$ cat config.mk
export PLATFORM = sky130hd
export DESIGN_NAME = tpc_config_regs
export DESIGN_NICKNAME = d
export VERILOG_FILES = /design/src/rtl/tpc_pkg.sv /design/src/rtl/tpc_pointer_track.sv /design/src/rtl/tpc_config_regs.sv
export VERILOG_INCLUDE_DIRS = /design/src /design/src/rtl
export SDC_FILE = /design/constraint.sdc
export NUM_CORES = 1
export LEC_CHECK = 0
export BUFFER_PORTS_ARGS = -buffer_cell sky130_fd_sc_hd__buf_2
export CORE_MARGIN = 2
export CORE_UTILIZATION = 45
export DETAILED_ROUTE_END_ITERATION = 10
export PLACE_DENSITY_LB_ADDON = 0.08
export SYNTH_ARGS = -nofsm -noshare
export SYNTH_HDL_FRONTEND = slang
export SYNTH_SLANG_ARGS = --single-unit
$ cat constraint.sdc
create_clock -name aclk -period 2.5 [get_ports aclk]
set_input_delay 0.125 -clock aclk [delete_from_list [all_inputs] [get_ports aclk]]
set_output_delay 0.125 -clock aclk [all_outputs]
set_load 0.05 [all_outputs]
$ cat src/rtl/tpc_consts.svh
// Register offsets, field positions, reset values and timing counts
`ifndef TPC_CONSTS_SVH
`define TPC_CONSTS_SVH
`define TPC_OFF_PROC3_CFG 8'h06
`define TPC_OFF_IRQ_EN 8'h07
`define TPC_OFF_STATUS 8'h08
`define TPC_OFF_LOM_FLAG 8'h09
`define TPC_OFF_GROUP_BASE 8'h60
`define TPC_OFF_TU_STAT 8'h60
`define TPC_OFF_TU_LOP 8'h67
`define TPC_BIT_ENABLE 7
`define TPC_BIT_SPACING 6
`define TPC_BIT_MON_SRC 5
`define TPC_BIT_IDLE_SEL 4
`define TPC_BIT_FILT_BYP 3
`define TPC_BIT_TU3 2
`define TPC_BIT_IN_TUG3 1
`define TPC_BIT_OUT_TUG3 0
`define TPC_CFG_RESET 8'h00
`define TPC_IRQ_EN_RESET 8'h00
`define TPC_FILT_COUNT 2'h3
`define TPC_SPACING_FRAMES 2'h3
`endif

$ cat src/rtl/tpc_pkg.sv
// Types shared by the tributary processor configuration block
package tpc_pkg;
   typedef enum logic [1:0] {
      TPC_AXI_IDLE = 2'b00,
      TPC_AXI_RESP = 2'b01
   } tpc_axi_state_t;
endpackage

$ cat src/rtl/tpc_pointer_track.sv
// Pointer filter and justification spacing tracker for one processor
`timescale 1ns/100ps
`include "tpc_consts.svh"
module tpc_pointer_track
   import tpc_pkg::*;
(
   input wire logic aclk,
   input wire logic aresetn,
   input wire logic run,
   input wire logic filt_bypass,
   input wire logic spacing_enforce,
   input wire logic frame_strobe,
   input wire logic [9:0] ptr_value,
   input wire logic ptr_is_just,
   input wire logic ptr_new_data,
   output logic [9:0] active_ptr,
   output logic just_event
);
   logic [9:0] candidate;
   logic [1:0] match_count;
   logic [1:0] since_change;
   wire logic is_change = ptr_value != active_ptr;
   wire logic spacing_ok = !spacing_enforce || since_change >= `TPC_SPACING_FRAMES;
   wire logic just_ok = ptr_is_just && spacing_ok;
   wire logic repeat_hit = ptr_value == candidate && match_count == `TPC_FILT_COUNT - 2'h1;
   wire logic take = filt_bypass || ptr_new_data || just_ok || repeat_hit;
   always_ff @(posedge aclk) begin
      if (!aresetn || !run) begin
         active_ptr <= 10'h000;
         candidate <= 10'h000;
         match_count <= 2'h0;
         since_change <= 2'h0;
         just_event <= 1'b0;
      end else begin
         just_event <= 1'b0;
         if (frame_strobe) begin
            if (is_change && take) begin
               active_ptr <= ptr_value;
               since_change <= 2'h0;
               match_count <= 2'h0;
               just_event <= ptr_is_just;
            end else begin
               if (since_change != 2'h3)
                  since_change <= since_change + 2'h1;
               if (is_change && ptr_value == candidate) begin
                  match_count <= match_count + 2'h1;
               end else begin
                  candidate <= ptr_value;
                  match_count <= {1'b0, is_change};
               end
            end
         end
      end
   end
endmodule // tpc_pointer_track

$ cat src/rtl/tpc_config_regs.sv
// Processor three configuration and interrupt enable registers over AXI4-Lite
//
// Overview of operation
// - Filter illegal pointer changes until three repeats
// - Bypass field applies pointer changes at once
// - Idle pattern zeros or ones by select
// - Idle overwrites payload only, pointer unaffected
// - Monitor source picks incoming or outgoing stream
// - Justification event may raise enabled interrupt
// - Spacing enforce requires three frames since change
// - Enable low holds sub-blocks reset, passes data
// - Bypass delay follows J1 marker spacing
// - Enable falling resets group registers at 0x60+
// - Outgoing mapping picks TUG3 or VC3 handling
// - Incoming mapping picks TUG3 or VC3 handling
// - Single TU3 mode overrides both mapping fields
// - TU3 mode: only 60H, 67H live
// - Otherwise 60H TU1 status, 67H LOP summary
// - Top enable gates output, pending still visible
// - Framer enable unmasks multiframe change interrupt
// - AU4 takes multiframe from processor one
// - Pending clears when processor status read
// - Framer flag sets both edges, clears on read
//
// Register access over AXI4-Lite was decided locally.
`timescale 1ns/100ps
`include "tpc_consts.svh"
module tpc_config_regs
   import tpc_pkg::*;
(
   input wire logic aclk,
   input wire logic aresetn,
   input wire logic [7:0] s_axi_awaddr,
   input wire logic s_axi_awvalid,
   output logic s_axi_awready,
   input wire logic [31:0] s_axi_wdata,
   input wire logic [3:0] s_axi_wstrb,
   input wire logic s_axi_wvalid,
   output logic s_axi_wready,
   output logic [1:0] s_axi_bresp,
   output logic s_axi_bvalid,
   input wire logic s_axi_bready,
   input wire logic [7:0] s_axi_araddr,
   input wire logic s_axi_arvalid,
   output logic s_axi_arready,
   output logic [31:0] s_axi_rdata,
   output logic [1:0] s_axi_rresp,
   output logic s_axi_rvalid,
   input wire logic s_axi_rready,
   input wire logic frame_strobe,
   input wire logic [9:0] in_ptr_value,
   input wire logic in_ptr_is_just,
   input wire logic in_ptr_new_data,
   input wire logic out_just_pulse,
   input wire logic [2:0] proc_source_pending,
   input wire logic [2:0] proc_source_enabled,
   input wire logic [2:0] proc_status_read,
   input wire logic [2:0] lom_state,
   input wire logic au4_mode,
   input wire logic [7:0] in_data,
   input wire logic idle_insert,
   input wire logic payload_byte,
   input wire logic [7:0] bypass_delayed_data,
   input wire logic [7:0] proc_data,
   output logic [7:0] out_data,
   output logic [9:0] active_ptr,
   output logic subblock_reset,
   output logic group_regs_clear,
   output logic tu3_mode,
   output logic in_tug3_mode,
   output logic out_tug3_mode,
   output logic [2:0] lom_select,
   output logic [2:0] pending,
   output logic interrupt_out_n
);
   // ==========================================================
   // Synchronisers for pin-level inputs
   logic [2:0] lom_meta;
   logic [2:0] lom_sync;
   logic [2:0] lom_prev;
   always_ff @(posedge aclk) begin
      lom_meta <= lom_state;
      lom_sync <= lom_meta;
      lom_prev <= lom_sync;
   end

   // ==========================================================
   // Registers
   logic [7:0] payload_proc3_config;
   logic [7:0] payload_proc_lom_irq_enable;
   logic [2:0] multiframe_change_flag;
   logic just_flag;
   logic prev_enable;
   logic [31:0] next_rdata;
   wire logic processing_enable = payload_proc3_config[`TPC_BIT_ENABLE];
   wire logic justification_spacing_enforce = payload_proc3_config[`TPC_BIT_SPACING];
   wire logic justification_monitor_source = payload_proc3_config[`TPC_BIT_MON_SRC];
   wire logic idle_pattern_select = payload_proc3_config[`TPC_BIT_IDLE_SEL];
   wire logic pointer_filter_bypass = payload_proc3_config[`TPC_BIT_FILT_BYP];
   wire logic single_tu3 = payload_proc3_config[`TPC_BIT_TU3];
   wire logic incoming_tug3_mapping = payload_proc3_config[`TPC_BIT_IN_TUG3];
   wire logic outgoing_tug3_mapping = payload_proc3_config[`TPC_BIT_OUT_TUG3];
   wire logic [2:0] payload_proc_irq_enable = payload_proc_lom_irq_enable[2:0];
   wire logic [2:0] multiframe_irq_enable = payload_proc_lom_irq_enable[5:3];

   // ==========================================================
   // Register address decode, word index to byte address
   function automatic logic [7:0] byte_addr(input logic [7:0] index);
      return {index[5:0], 2'b00};
   endfunction
   function automatic logic known_addr(input logic [7:0] addr);
      return addr == byte_addr(`TPC_OFF_PROC3_CFG) || addr == byte_addr(`TPC_OFF_IRQ_EN)
         || addr == byte_addr(`TPC_OFF_STATUS) || addr == byte_addr(`TPC_OFF_LOM_FLAG);
   endfunction
   wire logic [7:0] cfg_addr = byte_addr(`TPC_OFF_PROC3_CFG);
   wire logic [7:0] irq_addr = byte_addr(`TPC_OFF_IRQ_EN);
   wire logic [7:0] status_addr = byte_addr(`TPC_OFF_STATUS);
   wire logic [7:0] flag_addr = byte_addr(`TPC_OFF_LOM_FLAG);

   // ==========================================================
   // AXI4-Lite write path
   logic aw_held;
   logic w_held;
   logic [7:0] aw_addr;
   logic [7:0] w_data;
   logic w_lane0;
   wire logic aw_fire = s_axi_awvalid && s_axi_awready;
   wire logic w_fire = s_axi_wvalid && s_axi_wready;
   wire logic do_write = aw_held && w_held && !s_axi_bvalid;
   wire logic b_done = s_axi_bvalid && s_axi_bready;
   wire logic wr_cfg = do_write && w_lane0 && aw_addr == cfg_addr;
   wire logic wr_irq = do_write && w_lane0 && aw_addr == irq_addr;
   always_ff @(posedge aclk) begin
      if (!aresetn) begin
         aw_held <= 1'b0;
         aw_addr <= 8'h00;
         s_axi_awready <= 1'b0;
      end else begin
         s_axi_awready <= !aw_held && !aw_fire;
         if (aw_fire) begin
            aw_held <= 1'b1;
            aw_addr <= {s_axi_awaddr[7:2], 2'b00};
         end else if (b_done) begin
            aw_held <= 1'b0;
         end
      end
   end

   always_ff @(posedge aclk) begin
      if (!aresetn) begin
         w_held <= 1'b0;
         w_data <= 8'h00;
         w_lane0 <= 1'b0;
         s_axi_wready <= 1'b0;
      end else begin
         s_axi_wready <= !w_held && !w_fire;
         if (w_fire) begin
            w_held <= 1'b1;
            w_data <= s_axi_wdata[7:0];
            w_lane0 <= s_axi_wstrb[0];
         end else if (b_done) begin
            w_held <= 1'b0;
         end
      end
   end

   always_ff @(posedge aclk) begin
      if (!aresetn) begin
         s_axi_bvalid <= 1'b0;
         s_axi_bresp <= 2'b00;
      end else if (do_write) begin
         s_axi_bvalid <= 1'b1;
         s_axi_bresp <= known_addr(aw_addr) ? 2'b00 : 2'b10;
      end else if (b_done) begin
         s_axi_bvalid <= 1'b0;
      end
   end

   // ==========================================================
   // AXI4-Lite read path
   tpc_axi_state_t rd_state;
   wire logic ar_fire = s_axi_arvalid && s_axi_arready;
   wire logic [7:0] ar_addr = {s_axi_araddr[7:2], 2'b00};
   wire logic rd_flags = ar_fire && ar_addr == flag_addr;
   always_comb begin
      next_rdata = 32'h0000_0000;
      case (ar_addr)
         cfg_addr: next_rdata[7:0] = payload_proc3_config;
         irq_addr: next_rdata[7:0] = {2'b00, payload_proc_lom_irq_enable[5:0]};
         status_addr: next_rdata[7:0] = {2'b00, lom_sync, pending};
         flag_addr: next_rdata[7:0] = {2'b00, multiframe_change_flag, 3'b000};
         default: next_rdata = 32'h0000_0000;
      endcase
   end
   wire logic rd_known = known_addr(ar_addr);
   always_ff @(posedge aclk) begin
      if (!aresetn) begin
         rd_state <= TPC_AXI_IDLE;
         s_axi_arready <= 1'b0;
         s_axi_rvalid <= 1'b0;
         s_axi_rdata <= 32'h0000_0000;
         s_axi_rresp <= 2'b00;
      end else begin
         case (rd_state)
            TPC_AXI_IDLE: begin
               s_axi_arready <= !ar_fire;
               if (ar_fire) begin
                  s_axi_rvalid <= 1'b1;
                  s_axi_rdata <= next_rdata;
                  s_axi_rresp <= rd_known ? 2'b00 : 2'b10;
                  rd_state <= TPC_AXI_RESP;
               end
            end
            TPC_AXI_RESP: begin
               if (s_axi_rready) begin
                  s_axi_rvalid <= 1'b0;
                  s_axi_arready <= 1'b1;
                  rd_state <= TPC_AXI_IDLE;
               end
            end
            default: rd_state <= TPC_AXI_IDLE;
         endcase
      end
   end

   // ==========================================================
   // Configuration and enable registers
   always_ff @(posedge aclk) begin
      if (!aresetn)
         payload_proc3_config <= `TPC_CFG_RESET;
      else if (wr_cfg)
         payload_proc3_config <= w_data;
   end

   always_ff @(posedge aclk) begin
      if (!aresetn)
         payload_proc_lom_irq_enable <= `TPC_IRQ_EN_RESET;
      else if (wr_irq)
         payload_proc_lom_irq_enable <= {2'b00, w_data[5:0]};
   end

   always_ff @(posedge aclk) begin
      if (!aresetn)
         prev_enable <= 1'b0;
      else
         prev_enable <= processing_enable;
   end

   // ==========================================================
   // Pointer tracking
   wire logic monitored_just;
   tpc_pointer_track u_track (
      .aclk(aclk),
      .aresetn(aresetn),
      .run(processing_enable),
      .filt_bypass(pointer_filter_bypass),
      .spacing_enforce(justification_spacing_enforce),
      .frame_strobe(frame_strobe),
      .ptr_value(in_ptr_value),
      .ptr_is_just(in_ptr_is_just),
      .ptr_new_data(in_ptr_new_data),
      .active_ptr(active_ptr),
      .just_event(monitored_just)
   );
   wire logic just_src = justification_monitor_source ? monitored_just : out_just_pulse;

   // ==========================================================
   // Flags and interrupt
   wire logic [2:0] lom_change = lom_sync ^ lom_prev;
   wire logic [2:0] next_pending = (pending & ~proc_status_read)
      | (proc_source_pending & proc_source_enabled);
   wire logic [2:0] next_lom_flag = (multiframe_change_flag & {3{!rd_flags}})
      | lom_change;
   wire logic next_just = just_flag & !rd_flags | (just_src && processing_enable);
   wire logic any_irq = |(pending & payload_proc_irq_enable)
      || |(multiframe_change_flag & multiframe_irq_enable)
      || (just_flag && payload_proc_irq_enable[2]);
   always_ff @(posedge aclk) begin
      if (!aresetn)
         pending <= 3'b000;
      else
         pending <= next_pending;
   end

   always_ff @(posedge aclk) begin
      if (!aresetn) begin
         multiframe_change_flag <= 3'b000;
         just_flag <= 1'b0;
      end else begin
         multiframe_change_flag <= next_lom_flag;
         just_flag <= next_just;
      end
   end

   always_ff @(posedge aclk) begin
      if (!aresetn)
         interrupt_out_n <= 1'b1;
      else
         interrupt_out_n <= !any_irq;
   end

   // ==========================================================
   // Mode outputs and data path
   wire logic [7:0] idle_byte = idle_pattern_select ? 8'hff : 8'h00;
   wire logic [7:0] proc_byte = (idle_insert && payload_byte) ? idle_byte : proc_data;
   always_ff @(posedge aclk) begin
      if (!aresetn) begin
         subblock_reset <= 1'b1;
         group_regs_clear <= 1'b0;
      end else begin
         subblock_reset <= !processing_enable;
         group_regs_clear <= prev_enable && !processing_enable;
      end
   end

   always_ff @(posedge aclk) begin
      if (!aresetn) begin
         tu3_mode <= 1'b0;
         in_tug3_mode <= 1'b0;
         out_tug3_mode <= 1'b0;
      end else begin
         tu3_mode <= single_tu3;
         in_tug3_mode <= single_tu3 || incoming_tug3_mapping;
         out_tug3_mode <= single_tu3 || outgoing_tug3_mapping;
      end
   end

   always_ff @(posedge aclk) begin
      if (!aresetn)
         lom_select <= 3'b000;
      else
         lom_select <= au4_mode ? 3'b001 : 3'b100;
   end

   always_ff @(posedge aclk) begin
      if (!aresetn)
         out_data <= 8'h00;
      else
         out_data <= processing_enable ? proc_byte : bypass_delayed_data;
   end
   wire logic unused_in = |in_data;
endmodule // tpc_config_regs

==> Word-level counts from Yosys, hierarchy flattened <==
Index checks and enable logic that the tools add are counted.
W data, S select, Z words.
{ "word_totals": {"ff_bits": 109, "inputBits": 112, "output_inout_bits": 71, "wordCells": 157} }
{ "classes": {"addsub": 2, "order_cmp": 1, "n_eq_ne": 15, "mux": 27, "bitwise": 14, "n_reduce_logical": 62} }
{ "ops": {"columns": ["cell", "n"], "rows": [
  ["$mux W8", 4],
  ["$eq A6 B3 Y1 const B", 4],
  ["$eq A6 B4 Y1 const B", 4],
  ["$logic_and A1 B1 Y1", 20],
  ["$mux W6", 3],
  ["$mux W2", 8],
  ["$and A3 B3 Y3", 5],
  ["$logic_or A1 B1 Y1", 15],
  ["$logic_not A1 Y1", 11],
  ["$eq A10 B10 Y1", 1],
  ["$ne A10 B10 Y1", 1],
  ["$reduce_and A2 Y1", 5],
  ["$reduce_bool A2 Y1", 5],
  ["$reduce_or A3 Y1", 3],
  ["$mux W1", 8],
  ["$ne A2 B2 Y1 const B", 3],
  ["$or A3 B3 Y3", 2],
  ["$reduce_and A3 Y1", 2],
  ["$add A2 B1 Y2 const B", 2],
  ["$pmux W1 S2", 2],
  ["$pmux W2 S2", 1],
  ["$mux W3", 1],
  ["$not A1 Y1", 3],
  ["$not A3 Y3", 1],
  ["other kinds (7)", 7]
]} }

==> Logic depth before layout (Yosys ltp) <==
{ "logic_depth": {"depth_word": 8, "ltp_mapped": 7, "depth_no_buf": 6} }

==> Modules after synthesis <==
Synthesis repeated with hierarchy kept, for this count alone.
{ "unflattened": {"hier_cells": 491, "area_unflattened_um2": 4490.6} }
{ "modules_own_cells": {"columns": ["mod", "instances", "cells_per_inst", "area_per_inst_um2", "seq_area_each_um2"], "rows": [
  ["tpc_config_regs", 1, 354, 3184.3, 1581.5],
  ["tpc_pointer_track", 1, 137, 1306.3, 500.5]
]} }

==> Worst setup path after synthesis <==
No wires, ideal clock.
{ "synth_path": {"path_kind": "register -> register", "start": "reg u_track.active_ptr[6]", "end": "reg u_track.candidate[0]", "setup_time_ps": 72, "t_arrival_ps": 1916, "t_required_ps": 2428, "setup_slack_ps": 512, "path_stages_with_launch": 7, "path_buffers": 1, "period_less_slack_ps": 1988, "cell_sequence": "dfxtp_1 xnor2_1 nand4_1 nor4_2 o2bb2ai_1 buf_2 mux2i_1"} }
{ "synth_between": {"elab_chain_len": 4, "elab_cells_between_ends": 6, "classes_between": "eq/ne (1); bitwise (2); reduce/logical (3)"} }
{ "synth_lines": {"columns": ["item", "line_no", "rtl"], "rows": [
  ["start: declaration", "tpc_pointer_track.sv:16", "output logic [9:0] active_ptr,"],
  ["start signal: assignment", "tpc_pointer_track.sv:38", "active_ptr <= ptr_value;"],
  ["$ne A10 B10 Y1 (*)", "tpc_pointer_track.sv:22", "wire logic is_change = ptr_value != active_ptr;"],
  ["$logic_and A1 B1 Y1, on equally long branches", "tpc_pointer_track.sv:37, tpc_pointer_track.sv:45", null],
  ["$not A1 Y1 (no source line)", null, null],
  ["$reduce_and A3 Y1 (no source line) (*)", null, null],
  ["end signal: assignment", "tpc_pointer_track.sv:48", "candidate <= ptr_value;"],
  ["end: declaration", "tpc_pointer_track.sv:19", "logic [9:0] candidate;"]
]} }
Every way passes the cells marked *; elsewhere a longest branch is shown, timed or not.
A chain may end at the register's enable or synchronous reset.

==> Worst setup path after layout <==
{ "layout_path": {"start": "reg u_track.since_change[0]", "end": "reg u_track.active_ptr[0]"} }
{ "layout_between": {"elab_chain_len": 7} }
{ "layout_lines": {"columns": ["item", "line_no", "rtl"], "rows": [
  ["start: declaration", "tpc_pointer_track.sv:21", "logic [1:0] since_change;"],
  ["start signal: assignment", "tpc_pointer_track.sv:44", "since_change <= since_change + 2'h1;"],
  ["$ge A2 B2 Y1 (no source line)", null, null],
  ["$logic_or A1 B1 Y1 (no source line)", null, null],
  ["$logic_and A1 B1 Y1", "tpc_pointer_track.sv:24", "wire logic just_ok = ptr_is_just && spacing_ok;"],
  ["$logic_or A1 B1 Y1 (2 in a row)", "tpc_pointer_track.sv:26", "wire logic take = filt_bypass || ptr_new_data || just_ok || repeat_hit;"],
  ["$logic_and A1 B1 Y1", "tpc_pointer_track.sv:37", "if (is_change && take) begin"],
  ["$reduce_and A2 Y1 (no source line)", null, null]
]} }
Every way passes these cells.

==> run_results.csv <==
group,metric,value,unit
status,outcome,"complete, no violations",
synthesis,synthAdderAreaFrac,0.00572,
critical_path,path_class,"reg2reg",
pwr,intPower,0.00234,W
global_routing,grt_pass1_vias,3280,
global_routing,antenna_found_initial,0,
critical_path,cp.required,2780,ps
route,drt_first_iter_violations,99,
timing,slew_viol_final,0,
timing,period_needed,2090,ps
clock_network,cts_num_sinks,104,
min_path,hp-class,"in2reg",
timing,rsz0062_at_grt,"false",
pwr,p_seq_frac,0.542,
synthesis,synthSimpleGateAreaFrac,0.169,
timing,setup_viol,0,
timing,max_slew_margin,0.581,
floorplanning,dieHeight,103,um
pwr,irDropWorstVdd,0.307,mV
floorplanning,die_width,103,um
pwr,clockPowerShare,0.322,
critical_path,critPathArrivalTime,2360,ps
placement,dpl-instance-area,4980,um2
run,maxCapViolations,0,
pwr,total_power,0.00321,W
timing,hold_viol_final,0,
placement,dp_hpwl,6660,um
synthesis,synthDistinctLibCells,45,
global_routing,grt_max_degree,69,
synthesis,synth_compound_area_frac,0.134,
pwr,p_switching,0.000872,W
synthesis,syn-cell-area,4380,um2
global_routing,grt_first_pass_wirelength,15100,um
synthesis,synth_xor_area_frac,0.0480,
critical_path,crit_path_max_fanout,11,
synthesis,synth_top_family_by_area,"simple AND/OR/NAND/NOR gates",
pwr,combPwrFrac,0.137,
route,wire_per_inst,12.7,um
floorplanning,fp.dieArea,10500,um2
timing,worst_pin_slew,628,ps
final_layout,drive_gt1_frac,0.239,
route,vias,3466,
timing,min_period_over_period,0.835,
synthesis,synth_mux_area_frac,0.0941,
placement,gp_congestion,0.815,
synthesis,ys_seq_area_frac,0.476,
clock_network,clk_root_buffer_cell,"clkbuf_8",
synthesis,ys_seq_elements,104,
placement,io_buffers,116,
final_layout,areaGrowthSynthToFinish,21.0,%
pwr,p_leak,2.31,nW
pwr,swShare,0.271,
synthesis,synthesis.instances,462,
synthesis,yosysWarnings,0,
floorplanning,ioPinCount,183,
critical_path,critical_path.startpoint,"u_track.since_change[0]",
clock_network,numCtsBuffers,9,
route,ant_nets,0,
timing,finalSetupTns,0,ps
synthesis,avgSynthCellArea,9.47,um2
critical_path,r2r_start,"u_track.since_change[0]",
floorplanning,start_util,0.469,
clock_network,clkSlewWorstSetupHoldPaths,90,ps
floorplanning,fp-row-count,35,
final_layout,post-route-cell-area,5290,um2
global_routing,grt.total_usage,0.182,
floorplanning,core_area,9330,um2
timing,fin_skew,13.5,ps
min_path,hp-start,"s_axi_wdata[4]",
route,finalWirelength,9120,um
synthesis,synth_top_flop_cell,"dfxtp_1",
critical_path,endpoint_kind,"flip-flop",
final_layout,diodes,0,
critical_path,startpoint_type,"flip-flop",
synthesis,synth_edf_count,0,
route,drc,0,
final_layout,nets,700,
timing,max_freq,479,MHz
route,drt-pass1-iter-count,4,
clock_network,cts_max_level,3,
global_routing,overflow,0,
clock_network,clk_path_buf_depth,2,
clock_network,insertion_delay,360,ps
route,avgViaCountPerCell,4.81,
clock_network,tritoncts,"built",
synthesis,async_flop_share,0,
pwr,power_density,607,nW/um2
-- cells in the mapped netlist (6+ instances only) --
cell type	n	area share
o21ai_0	12	0.014
mux2i_1	40	0.092
a21oi_1	22	0.025
nand2_1	75	0.064
nand3_1	15	0.017
clkbuf_1	18	0.015
nand2b_1	6	0.0086
o211a_1	7	0.016
buf_4	27	0.046
xnor2_1	19	0.038
nor2b_1	21	0.030
a21boi_0	23	0.039
dfxtp_1	104	0.48
-- cells by family (layout without fill, tap and decap cells) --
kind of cell / after synthesis / after routing
simple gates: 150 / 150
other cells: 1 / 27
compound gates: 86 / 86
buf+inv: 54 / 157
flops: 104 / 104
mux: 41 / 41
fa+ha+maj: 2 / 2
xor+xnor: 24 / 24
-- layout by cell type, fill, tap and decap left out, drive strengths merged, types with 2 or more instances in the layout --
master	synthesis	routed
and3	3	3
ha	2	2
o211a	7	7
o221ai	3	3
nand4	5	5
xor2	5	5
nand2	75	75
clkinv	2	3
nand2b	6	6
a211oi	4	4
or4	2	2
clkbuf	18	12
o21a	2	2
conb	1	27
dfxtp	104	104
nand3	15	15
nand3b	2	2
nor2	5	5
a21oi	22	22
nor2b	21	21
buf	30	124
a21boi	23	23
xnor2	19	19
dlygate4sd3	0	11
clkinvlp	0	2
nor3	3	3
and2	5	5
o21ai	12	12
o211ai	3	3
a22oi	5	5
mux2i	40	40
nor4	4	4
inv	4	4
-- power by group through the flow --
stage / combinational, W / sequential (W) / clock [W]
CTS: 0.000440 / 0.00174 / 0.00108
global route: 0.000476 / 0.00175 / 0.00115
floorplan: 0.000256 / 0.00186 / 0
global placement: 0.000423 / 0.00178 / 0
detailed placement: 0.000426 / 0.00178 / 0
finish: 0.000439 / 0.00174 / 0.00103
-- sequential cells by signal, indices dropped and copies added, names as in the netlist, 3 cells and up --
signal and flops:
payload_proc_lom_irq_enable 6, u_track.active_ptr 10, aw_addr 6, lom_sync 3
s_axi_rdata 8, w_data 8, multiframe_change_flag 3, out_data 8
u_track.candidate 10, lom_prev 3, pending 3, lom_meta 3
payload_proc3_config 8
-- metal layers --
| layer | track usage | part of all wire |
|---|---|---|
| met4 | 0.0472 | 0.015 |
| met3 | 0.0536 | 0.059 |
| met1 | 0.230 | 0.46 |
| met2 | 0.305 | 0.47 |
| met5 | 0 | 0 |
-- critical path: stages (launching register included) --
cell and delay [ps]:
dfxtp_1 330, ha_1 200, nand2b_1 140, a211oi_1 460
a211o_1 620, mux2i_1 250
-- path summary, 6_finish.rpt --
| path | slack, ps | endpoint | depth (start not counted) |
|---|---|---|---|
| min reg2reg | 340 | lom_sync[1] | 0 |
| max reg2reg | 410 | u_track.active_ptr[0] | 5 |
| max | 410 | u_track.active_ptr[0] | 5 |
| min | 20 | w_data[4] | 3 |
-- timing repair --
item	4_1_cts	5_1_grt
resized for setup	0	0
hold buffers	10	1
endpoints found under the hold margin	11	1
buffers inserted	0	0
-- area by class of cell --
class	count	area [um2]
Fill cell	880	4040
Sequential cell	104	2080
Multi-Input combinational cell	330	2080
Timing Repair Buffer	135	751
Tap cell	129	161
Clock buffer	12	145
Clock inverter	4	53.8
Inverter	6	22.5
-- through the flow --
stage	hold WS, ps	cells	worst slack [ps]	utilization
floorplan	153	488	512	-
global placement	229	693	440	0.534
detailed placement	230	693	429	0.534
CTS	0.177	719	391	0.566
global route	0.258	720	201	0.567
finish	17.5	720	413	0.567
Power figures use the tool's default switching activity.
